`src/verilog/sto_params.svh`:
```
`ifndef STO_PARAMS_SVH
`define STO_PARAMS_SVH
// Clock period in picoseconds (125 MHz)
`define STO_CLK_PERIOD_PS 8000
// Gate-off response time (ms): typical and maximum
`define STO_RESP_TYP_MS 1140
`define STO_RESP_MAX_MS 2140
// Gate-off delay in cycles, typical time rounds down
`define STO_GATE_OFF_CYC ((`STO_RESP_TYP_MS * 64'd1000000000) / `STO_CLK_PERIOD_PS)
// Emergency message code
`define STO_EMCY_CODE 16'hff80
`endif

```
`src/verilog/sto_pkg.sv`:
```
package sto_pkg;
  // Drive state
  typedef enum logic [1:0] {
    STO_RUN,
    STO_STOP,
    STO_ARMED
  } sto_state_t;
endpackage

```
`src/verilog/sto_sync.sv`:
```
`timescale 1ns/1ps
module sto_sync (
  input wire logic core_clk, // Clock
  input wire logic rst, // Synchronous reset
  input wire logic d, // Asynchronous level
  output logic q // Synchronised level
);
  logic s1_r;
  logic s2_r;
  logic s1_nxt;
  logic s2_nxt;
  ////////////////////////////////////////////////////////////////
  // Two-stage synchroniser; first stage feeds only the second
  always_comb
  begin
    s1_nxt = d;
    s2_nxt = s1_r;
  end
  always_ff @(posedge core_clk)
  begin
    if (rst)
    begin
      s1_r <= 1'b0;
      s2_r <= 1'b0;
    end
    else
    begin
      s1_r <= s1_nxt;
      s2_r <= s2_nxt;
    end
  end
  assign q = s2_r;
endmodule

```
`src/verilog/sto_delay.sv`:
```
`timescale 1ns/1ps
module sto_delay #(
  parameter int unsigned CNT = 32'd142500000 // Cycles until expiry
) (
  input wire logic core_clk, // Clock
  input wire logic rst, // Synchronous reset
  input wire logic run, // Count while high, clear when low
  output logic done // High once CNT cycles elapsed
);
  logic [31:0] cnt_r;
  logic [31:0] cnt_nxt;
  logic done_r;
  logic done_nxt;
  ////////////////////////////////////////////////////////////////
  // Saturating counter; done is registered
  always_comb
  begin
    cnt_nxt = cnt_r;
    done_nxt = done_r;
    if (!run)
    begin
      cnt_nxt = 32'h0;
      done_nxt = 1'b0;
    end
    else if (cnt_r >= CNT - 32'd1)
      done_nxt = 1'b1;
    else
      cnt_nxt = cnt_r + 32'h1;
  end
  always_ff @(posedge core_clk)
  begin
    if (rst)
    begin
      cnt_r <= 32'h0;
      done_r <= 1'b0;
    end
    else
    begin
      cnt_r <= cnt_nxt;
      done_r <= done_nxt;
    end
  end
  assign done = done_r;
endmodule

```
`src/verilog/sto_latch.sv`:
```
// Behaviour
// - Losing the safety input enters safe stop and blocks the inverter.
// - Leaving safe stop needs input restored, then a CAN reset and restart.
// - Gate drivers off no later than 2.14 s after loss, typically 1.14 s.
// - Entering safe stop sends emergency code FF80; motor coasts.
// - Entering safe stop engages the brake when one is fitted.
// - Reset and restart with input still lost keep safe stop and brake.
// - A CAN reset while input is lost resends the emergency message.
// - Restoring input alone keeps coasting and brake until reset and restart.
// - After restore, reset then restart returns to normal operation.
// - Safe stop depends only on this drive's own safety input.
`timescale 1ns/1ps
`include "sto_params.svh"
module sto_latch #(
  parameter int unsigned GATE_OFF_CYC = 32'(`STO_GATE_OFF_CYC) // Loss-to-gate-off cycles
) (
  input wire logic core_clk, // 125 MHz clock
  input wire logic rst, // Synchronous reset, active high
  input wire logic safety_in, // Safety input level, high = 24 V present
  input wire logic brake_fitted, // High when a brake is installed
  input wire logic can_reset, // One-cycle pulse: CAN reset received
  input wire logic can_restart, // One-cycle pulse: CAN restart received
  input wire logic motion_req, // Motion controller wants gates enabled
  output logic gate_en, // Inverter gate driver enable
  output logic brake_release, // High releases the brake
  output logic emcy_req, // One-cycle pulse: send emergency message
  output logic [15:0] emcy_code, // Code carried with emcy_req
  output logic safe_stop // High while in safe stop
);
  import sto_pkg::*;

  logic safe_ok;
  logic gate_timeout;
  sto_state_t state_r;
  sto_state_t state_nxt;
  logic gate_en_r;
  logic gate_en_nxt;
  logic brake_rel_r;
  logic brake_rel_nxt;
  logic emcy_r;
  logic emcy_nxt;
  logic [15:0] code_r;
  logic [15:0] code_nxt;
  logic stop_r;
  logic stop_nxt;

  ////////////////////////////////////////////////////////////////
  // Only this drive's own input is watched
  sto_sync u_sync (
    .core_clk(core_clk),
    .rst(rst),
    .d(safety_in),
    .q(safe_ok)
  );

  // Backstop timer: gates are cut immediately on loss, this only guards
  // against the gate path staying on past the response budget
  sto_delay #(
    .CNT(GATE_OFF_CYC)
  ) u_delay (
    .core_clk(core_clk),
    .rst(rst),
    .run(!safe_ok && gate_en_r),
    .done(gate_timeout)
  );

  ////////////////////////////////////////////////////////////////
  // Latch state: reset comes up in safe stop so power-up never self-starts
  always_comb
  begin
    state_nxt = state_r;
    emcy_nxt = 1'b0;
    code_nxt = code_r;
    case (state_r)
      STO_RUN:
      begin
        if (!safe_ok)
        begin
          state_nxt = STO_STOP;
          emcy_nxt = 1'b1;
          code_nxt = `STO_EMCY_CODE;
        end
      end
      STO_STOP:
      begin
        if (can_reset && !safe_ok)
        begin
          emcy_nxt = 1'b1;
          code_nxt = `STO_EMCY_CODE;
        end
        else if (can_reset && safe_ok)
          state_nxt = STO_ARMED;
        // Restart without reset, or with input lost, is ignored
      end
      STO_ARMED:
      begin
        if (!safe_ok)
        begin
          state_nxt = STO_STOP;
          emcy_nxt = 1'b1;
          code_nxt = `STO_EMCY_CODE;
        end
        else if (can_restart)
          state_nxt = STO_RUN;
      end
      default:
        state_nxt = STO_STOP;
    endcase
  end

  ////////////////////////////////////////////////////////////////
  // Outputs: gates and brake follow the next state so loss acts in one cycle
  always_comb
  begin
    stop_nxt = (state_nxt != STO_RUN);
    // Motor coasts: gates off, no braking torque from the inverter
    gate_en_nxt = (state_nxt == STO_RUN) && safe_ok && motion_req && !gate_timeout;
    // Brake engaged whenever stopped; a missing brake ignores the line
    brake_rel_nxt = !((state_nxt != STO_RUN) && brake_fitted);
  end

  always_ff @(posedge core_clk)
  begin
    if (rst)
    begin
      state_r <= STO_STOP;
      gate_en_r <= 1'b0;
      brake_rel_r <= 1'b0;
      emcy_r <= 1'b0;
      code_r <= 16'h0000;
      stop_r <= 1'b1;
    end
    else
    begin
      state_r <= state_nxt;
      gate_en_r <= gate_en_nxt;
      brake_rel_r <= brake_rel_nxt;
      emcy_r <= emcy_nxt;
      code_r <= code_nxt;
      stop_r <= stop_nxt;
    end
  end

  assign gate_en = gate_en_r;
  assign brake_release = brake_rel_r;
  assign emcy_req = emcy_r;
  assign emcy_code = code_r;
  assign safe_stop = stop_r;
endmodule

```
`config.mk`:
```
export PLATFORM = sky130hd
export DESIGN_NAME = sto_latch
export DESIGN_NICKNAME = d
export VERILOG_FILES = /design/src/verilog/sto_pkg.sv /design/src/verilog/sto_sync.sv /design/src/verilog/sto_delay.sv /design/src/verilog/sto_latch.sv
export VERILOG_INCLUDE_DIRS = /design/src /design/src/verilog
export SDC_FILE = /design/constraint.sdc
export NUM_CORES = 1
export LEC_CHECK = 0
export ABC_AREA = 1
export BUFFER_PORTS_ARGS = -buffer_cell sky130_fd_sc_hd__buf_4
export CELL_PAD_IN_SITES_DETAIL_PLACEMENT = 0
export CELL_PAD_IN_SITES_GLOBAL_PLACEMENT = 2
export CORE_ASPECT_RATIO = 1.4
export CORE_MARGIN = 4
export CORE_UTILIZATION = 34
export CTS_BUF_LIST = sky130_fd_sc_hd__clkbuf_16
export DETAILED_ROUTE_END_ITERATION = 16
export PLACE_DENSITY = 0.82
export SYNTH_ARGS = -nofsm -noshare
export SYNTH_HDL_FRONTEND = slang
export SYNTH_SLANG_ARGS = --single-unit
export TNS_END_PERCENT = 100
```
`constraint.sdc`:
```
create_clock -name core_clk -period 2.32 [get_ports core_clk]
set_input_delay 0.116 -clock core_clk [delete_from_list [all_inputs] [get_ports core_clk]]
set_output_delay 0.116 -clock core_clk [all_outputs]
set_load 0.005 [all_outputs]
```
==> results of run 1 <==
timing repair:
item	CTS	global route
buffers inserted	0	0
hold endpoints to repair	0	1
hold buffers	0	1
worst max-delay path: stages, from the launching register on:
cell and delay, ns:
dfxtp_1 0.41, ha_1 0.23, nand3_2 0.15, clkinv_2 0.11, nand3b_1 0.09, nand2_2 0.09, nand3_4 0.13, nand2_4 0.29
inv_1 0.10, nor2_1 0.09, nor2_1 0.05
worst min path at each step:
| stage | slack (ns) | end |
|---|---|---|
| floorplan | 0.19 | brake_release$_SDFF_PP0_ |
| global route | 0.04 | brake_release$_SDFF_PP0_ |
| detailed placement | 0.30 | brake_release$_SDFF_PP0_ |
| CTS | 0.001 | brake_release$_SDFF_PP0_ |
| global placement | 0.29 | brake_release$_SDFF_PP0_ |
| finish | 0.04 | u_sync.s1_r$_SDFF_PP0_ |
flip-flops by register name, summed over array words and instances (netlist names):
signal and count:
u_sync.q 1, state_r 2, u_sync.s1_r 1, emcy_code 1, u_delay.cnt_r 32, emcy_req 1
safe_stop 1, u_delay.done 1, gate_en 1, brake_release 1
cell type report:
| type | instances | share of cell area [%] |
|---|---|---|
| Sequential cell | 42 | 28.8 |
| Tap cell | 97 | 4.15 |
| Inverter | 47 | 6.08 |
| Multi-Input combinational cell | 296 | 48.1 |
| Clock inverter | 3 | 2.36 |
| Timing Repair Buffer | 24 | 6.25 |
| Clock buffer | 5 | 4.28 |
stage by stage:
| stage | instances | power, mW |
|---|---|---|
| 3_3_place_gp | 505 | 0.800 |
| 4_1_cts | 513 | 1.73 |
| 6_report | 514 | 1.70 |
| 2_1_floorplan | 410 | 0.790 |
| 3_5_place_dp | 505 | 0.801 |
| 5_1_grt | 514 | 1.76 |
routing by layer:
metal / wire (µm) / vias up / part of all wire [%]
li1: - / 1267 / -
met1: 2870 / 1083 / 44
met2: 3450 / 27 / 53
met3: 153 / 8 / 2.3
met4: 91 / 0 / 1.4
met5: 0 / - / 0
cells by family after synthesis:
family	Yosys count
AND/OR/NAND/NOR	242
AO/OA/AOI/OAI	35
other	1
adder cells (fa/ha/maj)	1
buffers and inverters	72
flip-flops	42
XOR/XNOR	11
cells in the mapped netlist:
| master | n | area share, % |
|---|---|---|
| xor2_1 | 5 | 1.7 |
| nor4_1 | 1 | 0.24 |
| dfxtp_1 | 42 | 32 |
| clkinv_2 | 1 | 0.19 |
| inv_2 | 2 | 0.29 |
| and2_1 | 2 | 0.48 |
| conb_1 | 1 | 0.14 |
| nor2_1 | 64 | 9.2 |
| nand2_1 | 110 | 16 |
| nand4_1 | 6 | 1.4 |
| o21ai_0 | 7 | 1.3 |
| nor3b_1 | 1 | 0.29 |
| ha_1 | 1 | 0.48 |
| buf_6 | 6 | 2.6 |
| nor3_2 | 1 | 0.39 |
| nand2_4 | 1 | 0.43 |
| nand3b_1 | 1 | 0.29 |
| buf_4 | 15 | 4.3 |
| a21oi_4 | 1 | 0.63 |
| nand3_4 | 1 | 0.67 |
| a31oi_1 | 1 | 0.24 |
| xnor2_1 | 6 | 2.0 |
| o211ai_1 | 1 | 0.29 |
| nor2_4 | 3 | 1.3 |
| nand3_1 | 44 | 8.5 |
| a21oi_1 | 21 | 4.0 |
| or2_2 | 1 | 0.24 |
| clkbuf_1 | 2 | 0.29 |
| inv_1 | 44 | 6.4 |
| nand2_2 | 5 | 1.2 |
| buf_2 | 2 | 0.39 |
| a21oi_2 | 4 | 1.3 |
| nand3_2 | 1 | 0.39 |
where the power goes:
| part | total, mW | internal (mW) | leakage (nW) | switching, mW |
|---|---|---|---|---|
| combinational | 0.0520 | 0.0320 | 0.598 | 0.0200 |
| sequential | 0.733 | 0.727 | 0.340 | 0.00587 |
| clock | 0.910 | 0.618 | 0.0940 | 0.292 |
==> results.md, run 1 <==
* RSZ-0062 raised after global routing: no
* Vias in the first global route at 2320
* Area added between synthesis and finish at 12.4%
* First-pass GRT wire length at 11000 µm
* Core region area at 7410 µm²
* Hpwl dp at 4890 µm
* Post-synthesis sequential area ratio at approximately a third
* Die Span Y at 111 µm
* Last element of the critical path: u_delay.cnt_r[1]$_SDFFE_PP0N_
* Worst Hold Path Cells at 3
* Post-DRT Antenna Nets at 0
* P_leak at 1.03 nW
* 1st-iter DRT viols at around 150
* Post-cts sizing count at 0
* Most frequent cells in the layout: nand2_1 (110), nor2_1 (64), inv_1 (44), nand3_1 (44), dfxtp_1 (42)
* Buffers on Ports at 19
* Row cnt at 37
* PnR worst setup slack at 0.461 ns
* Max-slew violations at 0
* Hold Vio Cnt, Final at 0
* Maxcap violations at 0
* Setup TNS at 0 ns
* # fillers at 838
* Total GRT Usage at 15.4%
* CP required at ~2.5 ns
* H-Tree Depth at 2
* CP Class: reg -> reg
* Post-Synth Adder-Cell Area at less than 1%
* Yosys warnings at 0
* Initial antenna violation count at 0
* Post-Route WL at 6570 µm
* Commonest non-fill, non-tap cell in the layout: nand2_1
* FF-to-FF setup slack at 0.46 ns
* DRC Markers at 0
* CTS Buffer Depth at 2
* Mux contribution to synthesized area at 0%
* Post-layout min period at about 1.9 ns
* I/O Pins at 27
* Reg2Reg Capture Point: u_delay.cnt_r[1]$_SDFFE_PP0N_
* Pwr per Cell Area at 580 nW/µm²
* DP Area at 2720 µm²
* RD Place Congestion at 0.840
* Critical Path AT at 2.03 ns
* WHS at between 0.03 and 0.04 ns
* Worst Setup End Kind: register
* Status: finished clean
* Worst Reg2Reg Path Length in Cells at 10
* Via Count at around 2400
* Count of cell types in the netlist at 33
* Met2 global-route usage at between 20 and 30%
* Worst Skew at 0.00405 ns
* Met3 GRT Util at 2.51%
* Footprint of the multi-input gates at 1410 µm²
* CP max FO at 26
* ANT cells at 0
* Total global routing overflow at 0
* TritonCTS Buffers at 5
* Met1 Resource Use GR at 18.4%
* Post-Synth XOR/XNOR Area at 3.71%
* Crit path from: u_delay.cnt_r[0]$_SDFFE_PP0N_
* Clock Sinks at 42
* Worst hold-check path type: in -> reg
* R2r startpoint: u_delay.cnt_r[0]$_SDFFE_PP0N_
* Min-delay src: safety_in
* Fin util at 39.4%
* Final #Nets at 424
* Largest net degree at the start of global routing at 28
* Synthesized cell area at 2600 µm²
* Worst-path clk slew at 0.06 ns
* Compound-gate portion of the synthesized area at 7.90%
* Simple-gate share of the synthesized area at 41.0%
* Peak supply drop at 0.501 mV
* Die Wd at 81.9 µm
* TritonCTS clock tree: yes
* WL per Instance at 12.8 µm
* Final period util at roughly four fifths
* Root Buffer: clkbuf_16
* First-pass DRT Iterations at 4
* #FFs+latches synth at 42
* Die area at between 9000 and 10000 µm²
* Pre-CTS setup slack at 0.457 ns
* Fmax at 0.538 GHz
* Clk_lat worst skew at 0.28 ns
* Vias per cell at 4.64
* Syn_area_per_cell at 6.43 µm²
* Layout cells sized above 1 at approximately 12%
* Cells after Synth at approximately 400
* Starting Density at 35.1%
* FF+latch area at 841 µm²
* Worst setup SP type: register
* Final-report setup violation count at 0
* Area of all placed cells without fillers at 2920 µm²
* GRT Max-Usage Layer: met2
* Main combinational cell family by area after synthesis: simple AND/OR/NAND/NOR gates
Power figures use the tool's default switching activity.
==> run 2, diff against run 1 <==
--- a/config.mk
+++ b/config.mk
@@ -6,16 +6,16 @@
 export SDC_FILE = /design/constraint.sdc
 export NUM_CORES = 1
 export LEC_CHECK = 0
-export ABC_AREA = 1
+export ABC_AREA = 0
 export BUFFER_PORTS_ARGS = -buffer_cell sky130_fd_sc_hd__buf_4
 export CELL_PAD_IN_SITES_DETAIL_PLACEMENT = 0
 export CELL_PAD_IN_SITES_GLOBAL_PLACEMENT = 2
 export CORE_ASPECT_RATIO = 1.4
 export CORE_MARGIN = 4
-export CORE_UTILIZATION = 34
+export CORE_UTILIZATION = 31
 export CTS_BUF_LIST = sky130_fd_sc_hd__clkbuf_16
 export DETAILED_ROUTE_END_ITERATION = 16
-export PLACE_DENSITY = 0.82
+export PLACE_DENSITY = 0.73
 export SYNTH_ARGS = -nofsm -noshare
 export SYNTH_HDL_FRONTEND = slang
 export SYNTH_SLANG_ARGS = --single-unit
==> constraint.sdc (replaced) <==
create_clock -name core_clk -period 1.6 [get_ports core_clk]
set_input_delay 0.08 -clock core_clk [delete_from_list [all_inputs] [get_ports core_clk]]
set_output_delay 0.08 -clock core_clk [all_outputs]
set_load 0.005 [all_outputs]
==> run 2 against run 1 <==
The run now ends with setup timing left. Worst setup slack worse by 0.96 ns. Die area is 13% lower. Sequential share of layout area is 1.3 points lower. Combinational power is 49% higher. Final cell count is 24% lower. Clock power is 30% higher. Area after synthesis is 22% lower. Utilization is 9.2 points higher. Clock-buffer cell count stayed put. Worst hold slack worse by 0.018 ns. Largest power group unchanged.
==> results.md, run 2 <==
* WHS Endpoint: u_sync.s1_r$_SDFF_PP0_ (unchanged)
* Cell mode on critical path: or4_4 (was nor2_1)
* Largest Register: u_delay.cnt_r (unchanged)
* Hold Vio Cnt, Final at 0 (unchanged)
* Worst Setup End Kind: register (unchanged)
* CP top delay family: simple AND/OR/NAND/NOR gates (unchanged)
* Layout cells sized above 1 at 42.9% (was 12.5%)
* Worst setup SP type: register (unchanged)
* Fmax at 0.476 GHz (was 0.538 GHz)
* Via Count at 2015 (was 2385)
* Die Span Y at 104 µm (was 111 µm)
* Bufs and invs on worst path at 1 (was 2)
* # fillers at 600 (was 838)
* RSZ-0062 raised after global routing: yes (was no)
* Clk_lat worst skew at 0.28 ns (about the same)
* PnR worst setup slack at -0.503 ns (was 0.461 ns)
* Max reg flops at 32 (unchanged)
* #FFs+latches synth at 42 (unchanged)
* Failing checks: setup timing
* Reg power frac at 45.8% (was 43.2%)
* Slowest CP cell: or4_4 (was dfxtp_1)
* Placed cells at 371 (was 505)
* Most frequent cells in the layout: buf_4 (77), dfxtp_1 (41), a21oi_1 (15), nand2_1 (14), o21ai_0 (14) (was nand2_1 (110), nor2_1 (64), inv_1 (44), nand3_1 (44), dfxtp_1 (42))
* P_leak at 1.14 nW (was 1.03 nW)
* Vias in the first global route at 1919 (was 2320)
* Final-report setup violation count at 29 (was 0)
* Pre-CTS setup slack at -0.606 ns (was 0.457 ns)
* First-pass GRT wire length at 9010 µm (was 11000 µm)
* CP max stage delay at 0.56 ns (was 0.41 ns)
* Post-layout min period at 2.10 ns (was 1.86 ns)
* Int Pwr at 1.85 mW (was 1.38 mW)
* Number of synthesized flops with an enable pin at 0 (unchanged)
* Clock Sinks at 42 (unchanged)
* Initial antenna violation count at 0 (unchanged)
* Crit-path cells: or4_4, or4_4, a2111oi_4, buf_4, o311ai_1, o41ai_1 (was ha_1, nand3_2, clkinv_2, nand3b_1, nand2_2, nand3_4, nand2_4, inv_1, nor2_1, nor2_1)
* RD Place Congestion at 0.738 (was 0.840)
* Peak supply drop at 0.595 mV (was 0.501 mV)
* Total global routing overflow at 0 (unchanged)
* Combinational share of power at 3.3% (was 3.1%)
* Die Wd at 76.4 µm (was 81.9 µm)
* Starting Density at 32.3% (was 35.1%)
* Maxcap violations at 0 (unchanged)
* CP max FO at 5 (was 26)
* Count of cell types in the netlist at 37 (was 33)
* Non-Filler Instances at 389 (was 514)
* Worst Skew at 0.00504 ns (was 0.00405 ns)
* Syn_area_per_cell at 8.57 µm² (was 6.43 µm²)
* Final period util at 131% (was 80.1%)
* Tot Pwr at 2.32 mW (was 1.70 mW)
* Status: complete, but fails checks (was finished clean)
* Leading area contributor after synthesis: dfxtp_1 (unchanged)
* CP Class: reg -> reg (unchanged)
* 1st-iter DRT viols at 74 (was 152)
* CP required at 1.78 ns (was 2.49 ns)
* Clk network pwr share at 50.9% (was 53.7%)
* Die area at 7930 µm² (was 9130 µm²)
* Worst-path clk slew at 0.06 ns (about the same)
* Pwr per Cell Area at 757 nW/µm² (was 580 nW/µm²)
* WHS at 0.0191 ns (was 0.0372 ns)
* Synthesized cell area at 2030 µm² (was 2600 µm²)
* Worst hold-check path type: in -> reg (unchanged)
* Worst Reg2Reg Path Length in Cells at 6 (was 10)
* H-Tree Depth at 2 (unchanged)
* Post-Route WL at 5600 µm (was 6570 µm)
* TritonCTS Buffers at 5 (unchanged)
* Top FF cell, synth: dfxtp_1 (unchanged)
* Yosys warnings at 0 (unchanged)
* Row cnt at 34 (was 37)
* Top Registers: u_delay.cnt_r x32, state_r x2 (unchanged)
* Setup TNS at -11.36 ns (was 0 ns)
* Total GRT Usage at 13.8% (was 15.4%)
* Worst Hold Path Cells at 2 (was 3)
* TritonCTS clock tree: yes (unchanged)
* Buffers on Ports at 19 (unchanged)
* Net Sw Frac at 20.3% (was 18.7%)
* Top cells by count, synth: dfxtp_1 (42), a21oi_1 (26), buf_4 (15), nand2_1 (15), o21ai_0 (15) (was nand2_1 (110), nor2_1 (64), inv_1 (44), nand3_1 (44), dfxtp_1 (42))
* Psw at 0.470 mW (was 0.318 mW)
* Area added between synthesis and finish at 50.8% (was 12.4%)
* Reg2Reg Capture Point: u_delay.cnt_r[13]$_SDFFE_PP0N_ (was u_delay.cnt_r[1]$_SDFFE_PP0N_)
* Critical Path AT at 2.28 ns (was 2.03 ns)
* Cells after Synth at 237 (was 404)
* CTS Buffer Depth at 2 (unchanged)
* Root Buffer: clkbuf_16 (unchanged)
* Yosys top cell area share at 41.4% (was 32.4%)
* Post-synthesis sequential area ratio at 41.4% (was 32.4%)
* ANT cells at 0 (unchanged)
* First-pass DRT Iterations at 4 (unchanged)
* Hpwl dp at 3750 µm (was 4890 µm)
* I/O Pins at 27 (unchanged)
* WL per Instance at 14.4 µm (was 12.8 µm)
* Vias per cell at 5.18 (was 4.64)
* R2r startpoint: u_delay.cnt_r[26]$_SDFFE_PP0N_ (was u_delay.cnt_r[0]$_SDFFE_PP0N_)
* Post-DRT Antenna Nets at 0 (unchanged)
* FF-to-FF setup slack at -0.50 ns (was 0.46 ns)
* Core region area at 6300 µm² (was 7410 µm²)
* Max-slew violations at 0 (unchanged)
* Commonest non-fill, non-tap cell in the layout: buf_4 (was nand2_1)
* DRC Markers at 0 (unchanged)
* Most common cell in the netlist: dfxtp_1 (was nand2_1)
* Final #Nets at 324 (was 424)
* Largest net degree at the start of global routing at 27 (was 28)
* Min-delay src: safety_in (unchanged)
* Post-synth ARST share at 0% (unchanged)
* Largest cells by area after synthesis: dfxtp_1 (41%), a21oi_1 (6.4%), buf_4 (5.5%) (was dfxtp_1 (32%), nand2_1 (16%), nor2_1 (9.2%))
==> run 2: how the worst max path moves through the flow <==
stage	start	to	slack (ns)	cells after the start
finish	u_delay.cnt_r[26]$_SDFFE_PP0N_	u_delay.cnt_r[13]$_SDFFE_PP0N_	-0.50	6
global route	u_delay.cnt_r[26]$_SDFFE_PP0N_	u_delay.cnt_r[15]$_SDFFE_PP0N_	-0.58	6
CTS	u_delay.cnt_r[25]$_SDFFE_PP0N_	u_delay.cnt_r[13]$_SDFFE_PP0N_	-0.48	6
detailed placement	u_delay.cnt_r[26]$_SDFFE_PP0N_	u_delay.cnt_r[13]$_SDFFE_PP0N_	-0.61	5
global placement	u_delay.cnt_r[26]$_SDFFE_PP0N_	u_delay.cnt_r[11]$_SDFFE_PP0N_	-0.57	5
floorplan	u_delay.cnt_r[26]$_SDFFE_PP0N_	u_delay.cnt_r[11]$_SDFFE_PP0N_	-0.50	5
==> run 2: routing by layer <==
metal  vias to the layer above  routed length (µm)  part of all wire (%)  global-route usage [%]
met5                         -                   0                     0                       0
met3                         4                 188                   3.4                    2.86
met1                       943                2380                    42                    16.0
li1                       1033                   -                     -                       -
met4                         0                  50                  0.89                    4.40
met2                        35                2990                    53                    25.1
==> run 2: through the flow <==
step | utilization (%) | cell area (µm²)
6_report | 48.7 | 3060
5_1_grt | 48.7 | 3060
4_1_cts | 46.4 | 2920
3_5_place_dp | 41.8 | 2630
3_3_place_gp | 41.8 | 2630
2_1_floorplan | - | 2100
==> run 2: layout make-up <==
class / count / area, µm² / area share (%)
Clock buffer: 5 / 125 / 4.08
Inverter: 5 / 18.8 / 0.612
Timing Repair Buffer: 90 / 716 / 23.4
Clock inverter: 3 / 48.8 / 1.59
Multi-Input combinational cell: 172 / 1220 / 39.9
Sequential cell: 42 / 842 / 27.5
Tap cell: 72 / 90.1 / 2.94
==> run 2: what timing repair did <==
action,4_1_cts,5_1_grt
setup endpoints to repair,29,29
gates resized for setup,19,29
setup buffers,1,4
endpoints found under the hold margin,3,0
pin swaps,13,22
hold buffers,2,0
cloned,2,2
==> run 2: logic make-up (layout without fill, tap and decap cells) <==
group | after synthesis | count (layout) | synth area share (%)
adders and majority gates | 1 | 1 | 0.616
other | 1 | 7 | 0.185
buffers and inverters | 29 | 103 | 8.25
AOI/OAI and AO/OA | 65 | 65 | 20.3
muxes | 1 | 1 | 0.493
and+or+nand+nor | 98 | 98 | 28.8
DFF | 42 | 42 | 41.4
==> run 2: power groups by stage <==
stage	registers, mW	clock network (mW)	logic [mW]
floorplan	1.09	0	0.0592
global placement	1.09	0	0.0737
detailed placement	1.09	0	0.0739
CTS	1.06	1.22	0.0778
global route	1.06	1.23	0.0852
finish	1.06	1.18	0.0776
==> run 3, diff against run 2 <==
--- a/config.mk
+++ b/config.mk
@@ -16,6 +16,7 @@
 export CTS_BUF_LIST = sky130_fd_sc_hd__clkbuf_16
 export DETAILED_ROUTE_END_ITERATION = 16
 export PLACE_DENSITY = 0.73
+export RECOVER_POWER = 50
 export SYNTH_ARGS = -nofsm -noshare
 export SYNTH_HDL_FRONTEND = slang
 export SYNTH_SLANG_ARGS = --single-unit
==> run 3 against run 2 <==
The run still ends with setup timing left. Register-to-register slack hardly changed. Clock skew about the same. Power is 0.17% lower. Combinational power decreased by 3.1%. Clock power about the same.
==> results.md, run 3 (synthesis gave the netlist of run 2 again) <==
* Peak supply drop at 0.595 mV (about the same)
* Worst Skew at 0.00496 ns (was 0.00504 ns)
* Maxcap violations at 0 (unchanged)
* CTS Buffer Depth at 2 (unchanged)
* CP max FO at 5 (unchanged)
* Worst-path clk slew at 0.06 ns (about the same)
* Worst Setup End Kind: register (unchanged)
* Hold Vio Cnt, Final at 0 (unchanged)
* PnR worst setup slack at -0.494 ns (was -0.503 ns)
* Final-report setup violation count at 29 (unchanged)
* ANT cells at 0 (unchanged)
* Cell mode on critical path: or4_4 (unchanged)
* Post-Route WL at 5600 µm (about the same)
* CP Class: reg -> reg (unchanged)
* FF-to-FF setup slack at -0.49 ns (was -0.50 ns)
* Critical Path AT at 2.26 ns (was 2.28 ns)
* Post-layout min period at 2.09 ns (was 2.10 ns)
* Final period util at 131% (about the same)
* Clock Sinks at 42 (unchanged)
* Largest Register: u_delay.cnt_r (unchanged)
* # fillers at 599 (was 600)
* WL per Instance at 14.4 µm (about the same)
* H-Tree Depth at 2 (unchanged)
* Layout cells sized above 1 at 42.6% (was 42.9%)
* Min-delay src: safety_in (unchanged)
* CP max stage delay at 0.56 ns (about the same)
* Max-slew violations at 0 (unchanged)
* Vias in the first global route at 1919 (unchanged)
* Root Buffer: clkbuf_16 (unchanged)
* Largest net degree at the start of global routing at 27 (unchanged)
* First-pass GRT wire length at 9010 µm (unchanged)
* Starting Density at 32.3% (unchanged)
* Clk_lat worst skew at 0.28 ns (about the same)
* RSZ-0062 raised after global routing: yes (unchanged)
* Fin util at 48.6% (was 48.7%)
* Slowest CP cell: or4_4 (unchanged)
* Worst setup SP type: register (unchanged)
* WHS Endpoint: u_sync.s1_r$_SDFF_PP0_ (unchanged)
* Worst Hold Path Cells at 2 (unchanged)
* TritonCTS clock tree: yes (unchanged)
* Top Registers: u_delay.cnt_r x32, state_r x2 (unchanged)
* Combinational share of power at 3.2% (was 3.3%)
* Total GRT Usage at 13.8% (unchanged)
* Initial antenna violation count at 0 (unchanged)
* Clk network pwr share at 50.9% (about the same)
* R2r startpoint: u_delay.cnt_r[26]$_SDFFE_PP0N_ (unchanged)
* Die Span Y at 104 µm (unchanged)
* Die area at 7930 µm² (unchanged)
* 1st-iter DRT viols at 68 (was 74)
* Non-Filler Instances at 389 (unchanged)
* Crit-path cells: or4_4, or4_4, a2111oi_4, buf_4, nor3b_2, mux2i_1 (was or4_4, or4_4, a2111oi_4, buf_4, o311ai_1, o41ai_1)
* Psw at 0.469 mW (was 0.470 mW)
* I/O Pins at 27 (unchanged)
* Worst Reg2Reg Path Length in Cells at 6 (unchanged)
* TritonCTS Buffers at 5 (unchanged)
* Reg power frac at 45.9% (was 45.8%)
* Placed cells at 371 (unchanged)
* Commonest non-fill, non-tap cell in the layout: buf_4 (unchanged)
* DRC Markers at 0 (unchanged)
* CP required at 1.77 ns (was 1.78 ns)
* Reg2Reg Capture Point: u_delay.cnt_r[11]$_SDFFE_PP0N_ (was u_delay.cnt_r[13]$_SDFFE_PP0N_)
* First-pass DRT Iterations at 4 (unchanged)
* Pwr per Cell Area at 757 nW/µm² (about the same)
* Post-DRT Antenna Nets at 0 (unchanged)
* Via Count at 2023 (was 2015)
* Max reg flops at 32 (unchanged)
* Total global routing overflow at 0 (unchanged)
* Hpwl dp at 3750 µm (unchanged)
* Net Sw Frac at 20.2% (was 20.3%)
* Core region area at 6300 µm² (unchanged)
* Fmax at 0.478 GHz (was 0.476 GHz)
* Area added between synthesis and finish at 50.6% (was 50.8%)
* Buffers on Ports at 19 (unchanged)
* Most frequent cells in the layout: buf_4 (68), dfxtp_1 (41), a21oi_1 (15), nand2_1 (14), o21ai_0 (14) (was buf_4 (77), dfxtp_1 (41), a21oi_1 (15), nand2_1 (14), o21ai_0 (14))
* Worst hold-check path type: in -> reg (unchanged)
* RD Place Congestion at 0.738 (unchanged)
* Row cnt at 34 (unchanged)
* P_leak at 1.13 nW (was 1.14 nW)
* Int Pwr at 1.85 mW (about the same)
* Status: complete, but fails checks (unchanged)
* Vias per cell at 5.20 (was 5.18)
* Die Wd at 76.4 µm (unchanged)
* Final #Nets at 324 (unchanged)
* Failing checks: setup timing (unchanged)
[run 3: cell count changes in the layout (fill, tap and decap cells not counted)]
cell      before  now
clkbuf_1       0    1
buf_4         77   68
clkbuf_4       0    8
[run 3: critical path: cells and delay by family (launching register included)]
kind	cells	cell delay [ns]
AO/OA/AOI/OAI	1	0.20
flip-flops	1	0.32
buffers and inverters	1	0.19
multiplexers	1	0.11
AND/OR/NAND/NOR	3	1.16
[run 3: stage by stage]
| step | cell area, µm² | hold WS [ns] | power, mW | setup TNS, ns | setup slack, ns |
|---|---|---|---|---|---|
| 6_report | 3060 | 0.0200 | 2.32 | -11.35 | -0.494 |
| 5_1_grt | 3060 | 0.0508 | 2.38 | -14.03 | -0.576 |
| 4_1_cts | 2920 | 0.0171 | 2.36 | -11.11 | -0.481 |
| 3_5_place_dp | 2630 | 0.281 | 1.16 | -12.28 | -0.606 |
| 3_3_place_gp | 2630 | 0.276 | 1.16 | -11.52 | -0.566 |
| 2_1_floorplan | 2100 | 0.152 | 1.14 | -9.15 | -0.500 |
[run 3: how the worst max path moves through the flow]
stage,startpoint,end,slack (ns),depth (start not counted)
CTS,u_delay.cnt_r[25]$_SDFFE_PP0N_,u_delay.cnt_r[13]$_SDFFE_PP0N_,-0.48,6
floorplan,u_delay.cnt_r[26]$_SDFFE_PP0N_,u_delay.cnt_r[11]$_SDFFE_PP0N_,-0.50,5
global placement,u_delay.cnt_r[26]$_SDFFE_PP0N_,u_delay.cnt_r[11]$_SDFFE_PP0N_,-0.57,5
finish,u_delay.cnt_r[26]$_SDFFE_PP0N_,u_delay.cnt_r[11]$_SDFFE_PP0N_,-0.49,6
detailed placement,u_delay.cnt_r[26]$_SDFFE_PP0N_,u_delay.cnt_r[13]$_SDFFE_PP0N_,-0.61,5
global route,u_delay.cnt_r[26]$_SDFFE_PP0N_,u_delay.cnt_r[15]$_SDFFE_PP0N_,-0.58,6
[run 3: layer usage]
metal | GRT usage (%) | up-vias | share of wire [%]
li1 | - | 1033 | -
met1 | 16.0 | 952 | 42
met2 | 25.1 | 34 | 53
met3 | 2.86 | 4 | 3.3
met4 | 4.40 | 0 | 0.89
met5 | 0 | - | 0
[run 3: layout make-up]
class	instances	area [µm²]	area share [%]
Tap cell	72	90.1	2.94
Timing Repair Buffer	90	712	23.3
Clock buffer	5	125	4.09
Inverter	5	18.8	0.613
Clock inverter	3	48.8	1.59
Multi-Input combinational cell	172	1220	40.0
Sequential cell	42	842	27.5
[run 3: repair_timing]
| action | CTS | global route |
|---|---|---|
| hold endpoints to repair | 3 | 0 |
| setup endpoints to repair | 29 | 29 |
| hold buffers | 2 | 0 |
| buffers inserted | 1 | 4 |
| resized for setup | 19 | 29 |
| pin swaps | 13 | 22 |
| gates cloned | 2 | 2 |
[run 3: power groups by stage]
stage / combinational (mW) / clock [mW] / sequential, mW
final: 0.0752 / 1.18 / 1.06
after global routing: 0.0828 / 1.23 / 1.06
after CTS: 0.0778 / 1.22 / 1.06
after detailed placement: 0.0739 / 0 / 1.09
after global placement: 0.0737 / 0 / 1.09
after floorplan: 0.0592 / 0 / 1.09
